**config.mk**
```make
export PLATFORM = sky130hd
export DESIGN_NAME = psm_predriver_cfg
export DESIGN_NICKNAME = d
export VERILOG_FILES = /design/src/logic/psm_rst_sync.v /design/src/logic/psm_pin_filter.v /design/src/logic/psm_predriver_cfg.v
export VERILOG_INCLUDE_DIRS = /design/src /design/src/pkg
export SDC_FILE = /design/constraint.sdc
export NUM_CORES = 1
export LEC_CHECK = 0
export ABC_CLOCK_PERIOD_IN_PS = 9470
export BUFFER_PORTS_ARGS = -buffer_cell sky130_fd_sc_hd__buf_2
export CAP_MARGIN = 20
export CORE_AREA = 3 3 158 160
export DETAILED_ROUTE_END_ITERATION = 10
export DIE_AREA = 0 0 161 163
export PLACE_DENSITY = 0.84
export SLEW_MARGIN = 20
export SYNTH_ARGS = -nofsm -noshare
export SYNTH_HDL_FRONTEND = slang
export SYNTH_HIERARCHICAL = 1
export SYNTH_SLANG_ARGS = --single-unit
```
**constraint.sdc**
```tcl
create_clock -name clk -period 9.47 [get_ports clk]
set_input_delay 0.4735 -clock clk [delete_from_list [all_inputs] [get_ports clk]]
set_output_delay 0.4735 -clock clk [all_outputs]
set_load 0.005 [all_outputs]
```
**src/pkg/psm_consts.vh**
```
/*
  Constants of the pre-driver edge strength and monitor threshold block:
  register offsets, field positions, reset values, codes and timing.
  Assumes it is included by its bare name and only holds definitions.
*/
`ifndef PSM_CONSTS_VH
`define PSM_CONSTS_VH

// ----------------------------------------------------------------------
// Register offsets
// ----------------------------------------------------------------------
`define PSM_ADDR_W 9
`define PSM_ADDR_HS_VDS 9'h18a
`define PSM_ADDR_HS_SRC 9'h18b
`define PSM_ADDR_LS_VDS_A 9'h18c
`define PSM_ADDR_LS_VDS_B 9'h18d
`define PSM_ADDR_LS_EDGE 9'h18f

// ----------------------------------------------------------------------
// Field layout
// ----------------------------------------------------------------------
`define PSM_DATA_W 16
`define PSM_EDGE_CODE_W 2
`define PSM_EDGE_FIELD_W 14
`define PSM_EDGE_OFF_SEL_BIT 15
`define PSM_LVL_CODE_W 3
`define PSM_LVL_FIELD_W 15
`define PSM_LS_VDS_B_W 3
`define PSM_LVL_SEL_HS_VDS 2'b00
`define PSM_LVL_SEL_HS_SRC 2'b01
`define PSM_LVL_SEL_LS_VDS 2'b10

// ----------------------------------------------------------------------
// Codes and reset values
// ----------------------------------------------------------------------
`define PSM_EDGE_300 2'b00
`define PSM_EDGE_50 2'b01
`define PSM_EDGE_25 2'b10
`define PSM_EDGE_12P5 2'b11
`define PSM_LVL_LOWEST 3'b000
`define PSM_LVL_HIGHEST 3'b111
`define PSM_RST_EDGE 14'h0000
`define PSM_RST_LVL 15'h0000
`define PSM_RST_LVL_B 3'h0
`define PSM_RST_DATA 16'h0000

// ----------------------------------------------------------------------
// Timing
// ----------------------------------------------------------------------
`define PSM_CLK_MHZ 50
`define PSM_EDGE_SWITCH_NS 166
`define PSM_EDGE_SWITCH_CYC ((`PSM_EDGE_SWITCH_NS * `PSM_CLK_MHZ) / 1000)

`endif

```
**src/logic/psm_rst_sync.v**
```verilog
/*
  Reset release synchroniser: two flip-flops on the active-low reset.
  Assumes resetn may drop at any time and rises asynchronously to clk.
*/
module psm_rst_sync (
    input wire clk,
    input wire resetn,
    output wire rst_n_sync
);

    reg stage1_q;
    reg stage2_q;

    always @(posedge clk or negedge resetn) begin
        if (!resetn) begin
            stage1_q <= 1'b0;
            stage2_q <= 1'b0;
        end else begin
            stage1_q <= 1'b1;
            stage2_q <= stage1_q;
        end
    end

    assign rst_n_sync = stage2_q;

endmodule // psm_rst_sync

```
**src/logic/psm_pin_filter.v**
```verilog
/*
  Three-flop input filter for pins from outside the clock domain.
  A change is taken once the second and third stages agree.
  Assumes rst_n is already synchronised to clk.
*/
module psm_pin_filter #(
    parameter WIDTH = 4
) (
    input wire clk,
    input wire rst_n,
    input wire [WIDTH-1:0] pin_in,
    output wire [WIDTH-1:0] pin_out
);

    reg [WIDTH-1:0] s1_q;
    reg [WIDTH-1:0] s2_q;
    reg [WIDTH-1:0] s3_q;
    reg [WIDTH-1:0] out_q;
    reg [WIDTH-1:0] out_d;
    integer i;

    always @* begin
        out_d = out_q;
        for (i = 0; i < WIDTH; i = i + 1) begin
            if (s2_q[i] == s3_q[i]) begin
                out_d[i] = s2_q[i];
            end
        end
    end

    always @(posedge clk or negedge rst_n) begin
        if (!rst_n) begin
            s1_q <= {WIDTH{1'b0}};
            s2_q <= {WIDTH{1'b0}};
            s3_q <= {WIDTH{1'b0}};
            out_q <= {WIDTH{1'b0}};
        end else begin
            s1_q <= pin_in;
            s2_q <= s1_q;
            s3_q <= s2_q;
            out_q <= out_d;
        end
    end

    assign pin_out = out_q;

endmodule // psm_pin_filter

```
**src/logic/psm_predriver_cfg.v**
```verilog
/*
  Pre-driver edge strength and monitor level configuration: register port,
  microcode strobes, low-side safe gating and monitor result qualification.
  Assumes the register port and microcode strobes come from logic on clk,
  and that enables, supply flags and comparator results arrive from pins.
*/
`include "psm_consts.vh"

module psm_predriver_cfg #(
    parameter LS_NUM = 7,
    parameter LS_MON_NUM = 6,
    parameter HS_NUM = 5
) (
    input wire clk,
    input wire resetn,
    input wire reg_wr,
    input wire reg_rd,
    input wire [8:0] reg_addr,
    input wire [15:0] reg_wdata,
    output wire [15:0] reg_rdata,
    output wire reg_wr_refused,
    input wire config_mode_req,
    output wire normal_mode,
    input wire [6:0] force_fast_strobe,
    input wire level_change_strobe,
    input wire [1:0] level_change_sel,
    input wire [2:0] level_change_index,
    input wire [2:0] level_change_code,
    output wire [13:0] ls_on_strength,
    output wire [13:0] ls_off_strength,
    output wire [14:0] hs_vds_level,
    output wire [14:0] hs_src_level,
    output wire [17:0] ls_vds_level,
    input wire drive_en,
    input wire uv_vccp,
    input wire uv_vcc5,
    input wire clock_ok,
    input wire [6:0] ls_in,
    output wire [6:0] ls_gate,
    input wire [4:0] hs_standalone,
    input wire [4:0] hs_gate_req,
    output wire [4:0] hs_gate,
    input wire [1:0] boost_ref_sel,
    input wire [4:0] hs_vds_cmp,
    input wire [1:0] hs_vds_boost_cmp,
    input wire [4:0] hs_src_cmp,
    input wire [5:0] ls_vds_cmp,
    input wire [4:0] hs_supplied,
    input wire [5:0] ls_supplied,
    output wire [4:0] hs_vds_result,
    output wire [4:0] hs_src_result,
    output wire [5:0] ls_vds_result,
    output wire [4:0] hs_result_valid,
    output wire [5:0] ls_result_valid
);

    // ------------------------------------------------------------------
    // Reset and pin filtering
    // ------------------------------------------------------------------
    localparam CTRL_W = 9;
    localparam MON_W = 29;
    localparam ST_NORMAL = 2'b01;
    localparam ST_CONFIG = 2'b10;

    wire rst_n;
    wire [CTRL_W-1:0] ctrl_f;
    wire [MON_W-1:0] mon_f;

    psm_rst_sync u_rst (
        .clk(clk),
        .resetn(resetn),
        .rst_n_sync(rst_n)
    );

    psm_pin_filter #(
        .WIDTH(CTRL_W)
    ) u_ctrl_filter (
        .clk(clk),
        .rst_n(rst_n),
        .pin_in({hs_standalone, drive_en, uv_vccp, uv_vcc5, clock_ok}),
        .pin_out(ctrl_f)
    );

    psm_pin_filter #(
        .WIDTH(MON_W)
    ) u_mon_filter (
        .clk(clk),
        .rst_n(rst_n),
        .pin_in({ls_supplied, hs_supplied, ls_vds_cmp, hs_src_cmp, hs_vds_boost_cmp,
                 hs_vds_cmp}),
        .pin_out(mon_f)
    );

    wire clock_ok_f = ctrl_f[0];
    wire uv_vcc5_f = ctrl_f[1];
    wire uv_vccp_f = ctrl_f[2];
    wire drive_en_f = ctrl_f[3];
    wire [4:0] standalone_f = ctrl_f[8:4];
    wire [4:0] hs_vds_cmp_f = mon_f[4:0];
    wire [1:0] hs_boost_cmp_f = mon_f[6:5];
    wire [4:0] hs_src_cmp_f = mon_f[11:7];
    wire [5:0] ls_vds_cmp_f = mon_f[17:12];
    wire [4:0] hs_supplied_f = mon_f[22:18];
    wire [5:0] ls_supplied_f = mon_f[28:23];

    // ------------------------------------------------------------------
    // Helper functions
    // ------------------------------------------------------------------
    function [14:0] put_level;
        input [14:0] word;
        input [2:0] idx;
        input [2:0] code;
        reg [14:0] w;
        begin
            w = word;
            case (idx)
                3'd0: w[2:0] = code;
                3'd1: w[5:3] = code;
                3'd2: w[8:6] = code;
                3'd3: w[11:9] = code;
                3'd4: w[14:12] = code;
                default: w = word;
            endcase
            put_level = w;
        end
    endfunction

    function [13:0] apply_force;
        input [13:0] codes;
        input [6:0] forced;
        integer k;
        reg [13:0] c;
        begin
            c = codes;
            for (k = 0; k < 7; k = k + 1) begin
                if (forced[k]) begin
                    c[2*k +: 2] = `PSM_EDGE_300;
                end
            end
            apply_force = c;
        end
    endfunction

    // ------------------------------------------------------------------
    // Operating mode
    // ------------------------------------------------------------------
    reg [1:0] mode_q;
    reg [1:0] mode_d;

    always @* begin
        mode_d = mode_q;
        case (mode_q)
            ST_NORMAL: begin
                if (config_mode_req) begin
                    mode_d = ST_CONFIG;
                end
            end
            ST_CONFIG: begin
                if (!config_mode_req) begin
                    mode_d = ST_NORMAL;
                end
            end
            default: mode_d = ST_NORMAL;
        endcase
    end

    always @(posedge clk or negedge rst_n) begin
        if (!rst_n) begin
            mode_q <= ST_NORMAL;
        end else begin
            mode_q <= mode_d;
        end
    end

    assign normal_mode = mode_q[0];

    // ------------------------------------------------------------------
    // Register port decode
    // ------------------------------------------------------------------
    wire wr_edge = reg_wr && (reg_addr == `PSM_ADDR_LS_EDGE);
    wire wr_edge_ok = wr_edge && normal_mode;
    wire wr_off_only = reg_wdata[`PSM_EDGE_OFF_SEL_BIT];
    wire wr_hs_vds = reg_wr && (reg_addr == `PSM_ADDR_HS_VDS);
    wire wr_hs_src = reg_wr && (reg_addr == `PSM_ADDR_HS_SRC);
    wire wr_ls_a = reg_wr && (reg_addr == `PSM_ADDR_LS_VDS_A);
    wire wr_ls_b = reg_wr && (reg_addr == `PSM_ADDR_LS_VDS_B);

    assign reg_wr_refused = wr_edge && !normal_mode;

    // ------------------------------------------------------------------
    // Edge strength registers
    // ------------------------------------------------------------------
    reg [13:0] on_code_q;
    reg [13:0] on_code_d;
    reg [13:0] off_code_q;
    reg [13:0] off_code_d;
    reg [6:0] forced_q;
    reg [6:0] forced_d;
    reg [13:0] on_out_q;
    reg [13:0] off_out_q;

    always @* begin
        on_code_d = on_code_q;
        off_code_d = off_code_q;
        forced_d = forced_q;
        if (wr_edge_ok) begin
            if (wr_off_only) begin
                off_code_d = reg_wdata[`PSM_EDGE_FIELD_W-1:0];
            end else begin
                on_code_d = reg_wdata[`PSM_EDGE_FIELD_W-1:0];
                off_code_d = reg_wdata[`PSM_EDGE_FIELD_W-1:0];
            end
            forced_d = 7'h00;
        end
        // A strobe in the same cycle as the register write still wins.
        forced_d = forced_d | force_fast_strobe;
    end

    always @(posedge clk or negedge rst_n) begin
        if (!rst_n) begin
            on_code_q <= `PSM_RST_EDGE;
            off_code_q <= `PSM_RST_EDGE;
            forced_q <= 7'h00;
            on_out_q <= `PSM_RST_EDGE;
            off_out_q <= `PSM_RST_EDGE;
        end else begin
            on_code_q <= on_code_d;
            off_code_q <= off_code_d;
            forced_q <= forced_d;
            // Outputs follow the next values so any change lands in one clock.
            on_out_q <= apply_force(on_code_d, forced_d);
            off_out_q <= apply_force(off_code_d, forced_d);
        end
    end

    assign ls_on_strength = on_out_q;
    assign ls_off_strength = off_out_q;

    // ------------------------------------------------------------------
    // Monitor level registers
    // ------------------------------------------------------------------
    reg [14:0] hs_vds_q;
    reg [14:0] hs_vds_d;
    reg [14:0] hs_src_q;
    reg [14:0] hs_src_d;
    reg [14:0] ls_a_q;
    reg [14:0] ls_a_d;
    reg [2:0] ls_b_q;
    reg [2:0] ls_b_d;

    always @* begin
        hs_vds_d = hs_vds_q;
        hs_src_d = hs_src_q;
        ls_a_d = ls_a_q;
        ls_b_d = ls_b_q;
        if (wr_hs_vds) begin
            hs_vds_d = reg_wdata[`PSM_LVL_FIELD_W-1:0];
        end
        if (wr_hs_src) begin
            hs_src_d = reg_wdata[`PSM_LVL_FIELD_W-1:0];
        end
        if (wr_ls_a) begin
            ls_a_d = reg_wdata[`PSM_LVL_FIELD_W-1:0];
        end
        if (wr_ls_b) begin
            ls_b_d = reg_wdata[`PSM_LS_VDS_B_W-1:0];
        end
        // Microcode is applied last, so it wins over a register write to the same field.
        if (level_change_strobe) begin
            case (level_change_sel)
                `PSM_LVL_SEL_HS_VDS: begin
                    hs_vds_d = put_level(hs_vds_d, level_change_index, level_change_code);
                end
                `PSM_LVL_SEL_HS_SRC: begin
                    hs_src_d = put_level(hs_src_d, level_change_index, level_change_code);
                end
                `PSM_LVL_SEL_LS_VDS: begin
                    if (level_change_index == 3'd5) begin
                        ls_b_d = level_change_code;
                    end else begin
                        ls_a_d = put_level(ls_a_d, level_change_index, level_change_code);
                    end
                end
                default: begin
                    hs_vds_d = hs_vds_d;
                end
            endcase
        end
    end

    always @(posedge clk or negedge rst_n) begin
        if (!rst_n) begin
            hs_vds_q <= `PSM_RST_LVL;
            hs_src_q <= `PSM_RST_LVL;
            ls_a_q <= `PSM_RST_LVL;
            ls_b_q <= `PSM_RST_LVL_B;
        end else begin
            hs_vds_q <= hs_vds_d;
            hs_src_q <= hs_src_d;
            ls_a_q <= ls_a_d;
            ls_b_q <= ls_b_d;
        end
    end

    assign hs_vds_level = hs_vds_q;
    assign hs_src_level = hs_src_q;
    assign ls_vds_level = {ls_b_q, ls_a_q};

    // ------------------------------------------------------------------
    // Register read-back
    // ------------------------------------------------------------------
    reg [15:0] rdata_q;
    reg [15:0] rdata_d;

    always @* begin
        rdata_d = rdata_q;
        if (reg_rd) begin
            if (reg_addr == `PSM_ADDR_HS_VDS) begin
                rdata_d = {1'b0, hs_vds_q};
            end else if (reg_addr == `PSM_ADDR_HS_SRC) begin
                rdata_d = {1'b0, hs_src_q};
            end else if (reg_addr == `PSM_ADDR_LS_VDS_A) begin
                rdata_d = {1'b0, ls_a_q};
            end else if (reg_addr == `PSM_ADDR_LS_VDS_B) begin
                rdata_d = {13'h0000, ls_b_q};
            end else if (reg_addr == `PSM_ADDR_LS_EDGE) begin
                rdata_d = {2'b00, on_code_q};
            end else begin
                rdata_d = `PSM_RST_DATA;
            end
        end
    end

    always @(posedge clk or negedge rst_n) begin
        if (!rst_n) begin
            rdata_q <= `PSM_RST_DATA;
        end else begin
            rdata_q <= rdata_d;
        end
    end

    assign reg_rdata = rdata_q;

    // ------------------------------------------------------------------
    // Gate safe state
    // ------------------------------------------------------------------
    // The raw reset is used here as well, so the gates drop without a clock.
    wire live = resetn & rst_n;
    wire drive_ok = drive_en_f & ~uv_vccp_f & ~uv_vcc5_f & clock_ok_f;

    assign ls_gate = ls_in & {LS_NUM{drive_ok & live}};
    assign hs_gate = hs_gate_req & ~standalone_f & {HS_NUM{live}};

    // ------------------------------------------------------------------
    // Monitor results
    // ------------------------------------------------------------------
    reg [4:0] hs_vds_res_q;
    reg [4:0] hs_vds_res_d;
    reg [4:0] hs_src_res_q;
    reg [5:0] ls_vds_res_q;
    reg [4:0] hs_valid_q;
    reg [5:0] ls_valid_q;

    always @* begin
        hs_vds_res_d = hs_vds_cmp_f;
        if (boost_ref_sel[0]) begin
            hs_vds_res_d[1] = hs_boost_cmp_f[0];
        end
        if (boost_ref_sel[1]) begin
            hs_vds_res_d[3] = hs_boost_cmp_f[1];
        end
        hs_vds_res_d = hs_vds_res_d & hs_supplied_f;
    end

    always @(posedge clk or negedge rst_n) begin
        if (!rst_n) begin
            hs_vds_res_q <= 5'h00;
            hs_src_res_q <= 5'h00;
            ls_vds_res_q <= 6'h00;
            hs_valid_q <= 5'h00;
            ls_valid_q <= 6'h00;
        end else begin
            // Standalone mode does not touch these paths.
            hs_vds_res_q <= hs_vds_res_d;
            hs_src_res_q <= hs_src_cmp_f & hs_supplied_f;
            ls_vds_res_q <= ls_vds_cmp_f & ls_supplied_f;
            hs_valid_q <= hs_supplied_f;
            ls_valid_q <= ls_supplied_f;
        end
    end

    assign hs_vds_result = hs_vds_res_q;
    assign hs_src_result = hs_src_res_q;
    assign ls_vds_result = ls_vds_res_q;
    assign hs_result_valid = hs_valid_q;
    assign ls_result_valid = ls_valid_q;

endmodule // psm_predriver_cfg

```
==> impl_metrics.json <==
{
  "numCtsBuffers": 31,
  "dieHeight_um": 163,
  "layout_common_cells": "dfrtp_1, buf_2, nand2_1, nor2_1, mux2_2",
  "r2r_cells": 3,
  "period_needed_ps": 2850,
  "area_growth_syn_to_layout_pct": 20.3,
  "hold_path.class": "in -> reg",
  "dr.pass1.iters": 5,
  "syn_area_per_cell_um2": 12.8,
  "yosysTopAreaCell": "dfrtp_1",
  "dp_slack_ps": 6470,
  "arrival_ps": 2370,
  "cts.sinks": 309,
  "rsz0062_at_grt": "no",
  "postRouteAntennaNets": 0,
  "synth_cell_types": 46,
  "finalNetCount": 1217,
  "synth.net_count": 992,
  "finalSetupViolations": 0,
  "drv_cap": 0,
  "cts_setup_buffers": 0,
  "slew_headroom_pct": 44.2,
  "cellPowerDensity_mw_per_mm2": 213,
  "skew_ps": 15.4,
  "path_class": "reg -> out",
  "port_buffers": 229,
  "cts.clk_slew.worst_paths_ps": 60,
  "fin_ws_ps": 6620,
  "crit_fanout": 56,
  "io_pins": 231,
  "drc_errors": 0,
  "drive_gt1_share_pct": 32.1,
  "synth_edf_count": 0,
  "grt_max_degree": 89,
  "mappedNetlistArea_mm2": 0.0115,
  "netlist_instances": 894,
  "drtIter0Drc": 554,
  "grt-ovfl-total": 0,
  "design_area_mm2": 0.0138,
  "cts_tree": "built",
  "synth-async-reset-ratio_pct": 100,
  "post-route-period-util_pct": 30.1,
  "ys_ff_latch": 309,
  "core_mm2": 0.0235,
  "grt.total_usage_pct": 21.0,
  "antenna_found_initial": 3,
  "p_leak_uw": 0.00658,
  "critPathLaunchType": "flop",
  "status": "finished clean",
  "yosysTopAreaCellShare_pct": 67.1,
  "grt_pass1_wl_um": 43600,
  "worst_pin_slew_ps": 835,
  "synth-warning-count": 6,
  "dpl_cell_area_mm2": 0.0128,
  "wirelength_um": 27900,
  "finalSetupTns_ps": 0,
  "rows": 56,
  "clock_tree.root_cell": "clkbuf_16",
  "die_area_mm2": 0.0262,
  "cts_max_path_buffers": 3,
  "fillers": 1924,
  "cp-end-kind": "primary output",
  "final_common_cell": "dfrtp_1",
  "via_per_inst": 5.36,
  "die_w_um": 161,
  "area.sequential_mm2": 0.00774,
  "gp_congestion": 0.929,
  "required_ps": 9000,
  "clock_latency_ps": 540,
  "final-hold-violation-count": 0,
  "whs_path_depth": 1,
  "via_count": 7840,
  "max_clock_freq_mhz": 351,
  "yosysSeqAreaShare_pct": 67.3,
  "peakVddDrop_mv": 0.137,
  "maxSlewViolCount": 0,
  "netlist_top_cells_area": "dfrtp_1, mux2_2, maj3_2, nand2_1, mux2i_1",
  "first_global_vias": 8085,
  "wl_per_cell_um": 19.1,
  "multi_input_area_mm2": 0.00335,
  "hpwl_um": 19400,
  "start_util_pct": 48.8,
  "ys.flop_type": "dfrtp_1",
  "cts.htree.levels": 1
}
[stage by stage]
stage / hold slack [ps] / utilization (%) / std cells / total power [µW]
after global placement: 264 / 54.3 / 1403 / 1800
final: 37.5 / 58.7 / 1463 / 2950
after global routing: 13.3 / 58.7 / 1462 / 3080
after detailed placement: 268 / 54.3 / 1403 / 1810
after CTS: 15.2 / 58.5 / 1461 / 2980
after floorplan: 178 / - / 894 / 1650
[power breakdown]
group / switching (µW) / internal [µW]
clock network: 481 / 673
registers: 86.1 / 1430
logic: 149 / 127
total: 716 / 2230
[sequential cells by signal (all words and copies together) (netlist names), 3 cells and up]
name and count:
hs_vds_result 5, ls_off_strength 14, ls_on_strength 14, u_ctrl_filter/s1_q 9, hs_vds_level 15, ls_a_q 15
hs_result_valid 5, ls_result_valid 6, u_ctrl_filter/pin_out 9, ls_vds_result 6, on_code_q 14, u_mon_filter/pin_out 29
off_code_q 14, u_mon_filter/s3_q 29, u_mon_filter/s1_q 29, reg_rdata 15, forced_q 7, ls_b_q 3
u_ctrl_filter/s2_q 9, u_mon_filter/s2_q 29, hs_src_result 5, u_ctrl_filter/s3_q 9, hs_src_level 15
[synthesized netlist by cell type (all sizes together), types with 3 or more instances]
cell type and n:
and4 3, nor2 47, mux2 39, mux2i 24
o22ai 26, nor3b 11, a31oi 30, nor2b 6
nand2 105, inv 36, and2 26, clkbuf 17
o21ai 25, o211ai 14, buf 25, nand2b 3
maj3 38, nand3b 17, a311oi 3, or3 15
dfrtp 308, and3b 3, nand4 5, a21o 7
a21oi 38, a22oi 11
[cell families after synthesis]
logic type                 share of synthesized area, %
DFF                                                67.3
and+or+nand+nor                                    11.2
AOI/OAI and AO/OA                                  8.19
buffers and inverters                              3.52
muxes                                              5.91
adders and majority gates                          3.73
other                                            0.0654
xor gates and xnor gates                         0.0763
[final cells by class]
class | instances | share of cell area (%)
flip-flops and latches | 309 | 56.0
diodes | 1 | 0.0181
repair buffers | 234 | 8.78
clock buffers | 50 | 6.78
clock inverters | 7 | 0.299
multi-input cells | 507 | 24.2
well taps | 319 | 2.89
inverters | 36 | 0.978
[worst max-delay path, stage by stage, from the launching register on]
cell and delay (ps):
dfrtp_4 870, nand2_1 330, nor2_1 350, and2_1 180
buf_2 110
[final timing paths]
check                                      from                    to  slack, ps
setup / recovery               u_rst/rst_n_sync            ls_gate[0]       6620
hold / removal                    hs_vds_cmp[0]  u_mon_filter/s1_q[0]         40
setup reg to reg               u_rst/rst_n_sync       hs_src_level[0]       7160
hold reg to reg            u_mon_filter/s1_q[5]  u_mon_filter/s2_q[5]        340
max in group asynchronous      u_rst/rst_n_sync       hs_src_level[0]       7160
min in group asynchronous                resetn      u_rst/rst_n_sync        290
[layer usage]
metal | part of all wire, % | vias to the layer above | GRT usage [%]
met5 | 0.097 | - | 0
met4 | 3.3 | 4 | 7.04
met3 | 7.5 | 82 | 3.97
met2 | 49 | 360 | 36.3
met1 | 40 | 3862 | 26.8
li1 | - | 3532 | -
[what timing repair did]
item	in CTS	in global routing
hold buffers	1	0
resized for setup	0	0
endpoints found under the hold margin	2	0
No activity file was read; power rests on OpenSTA's default activity.
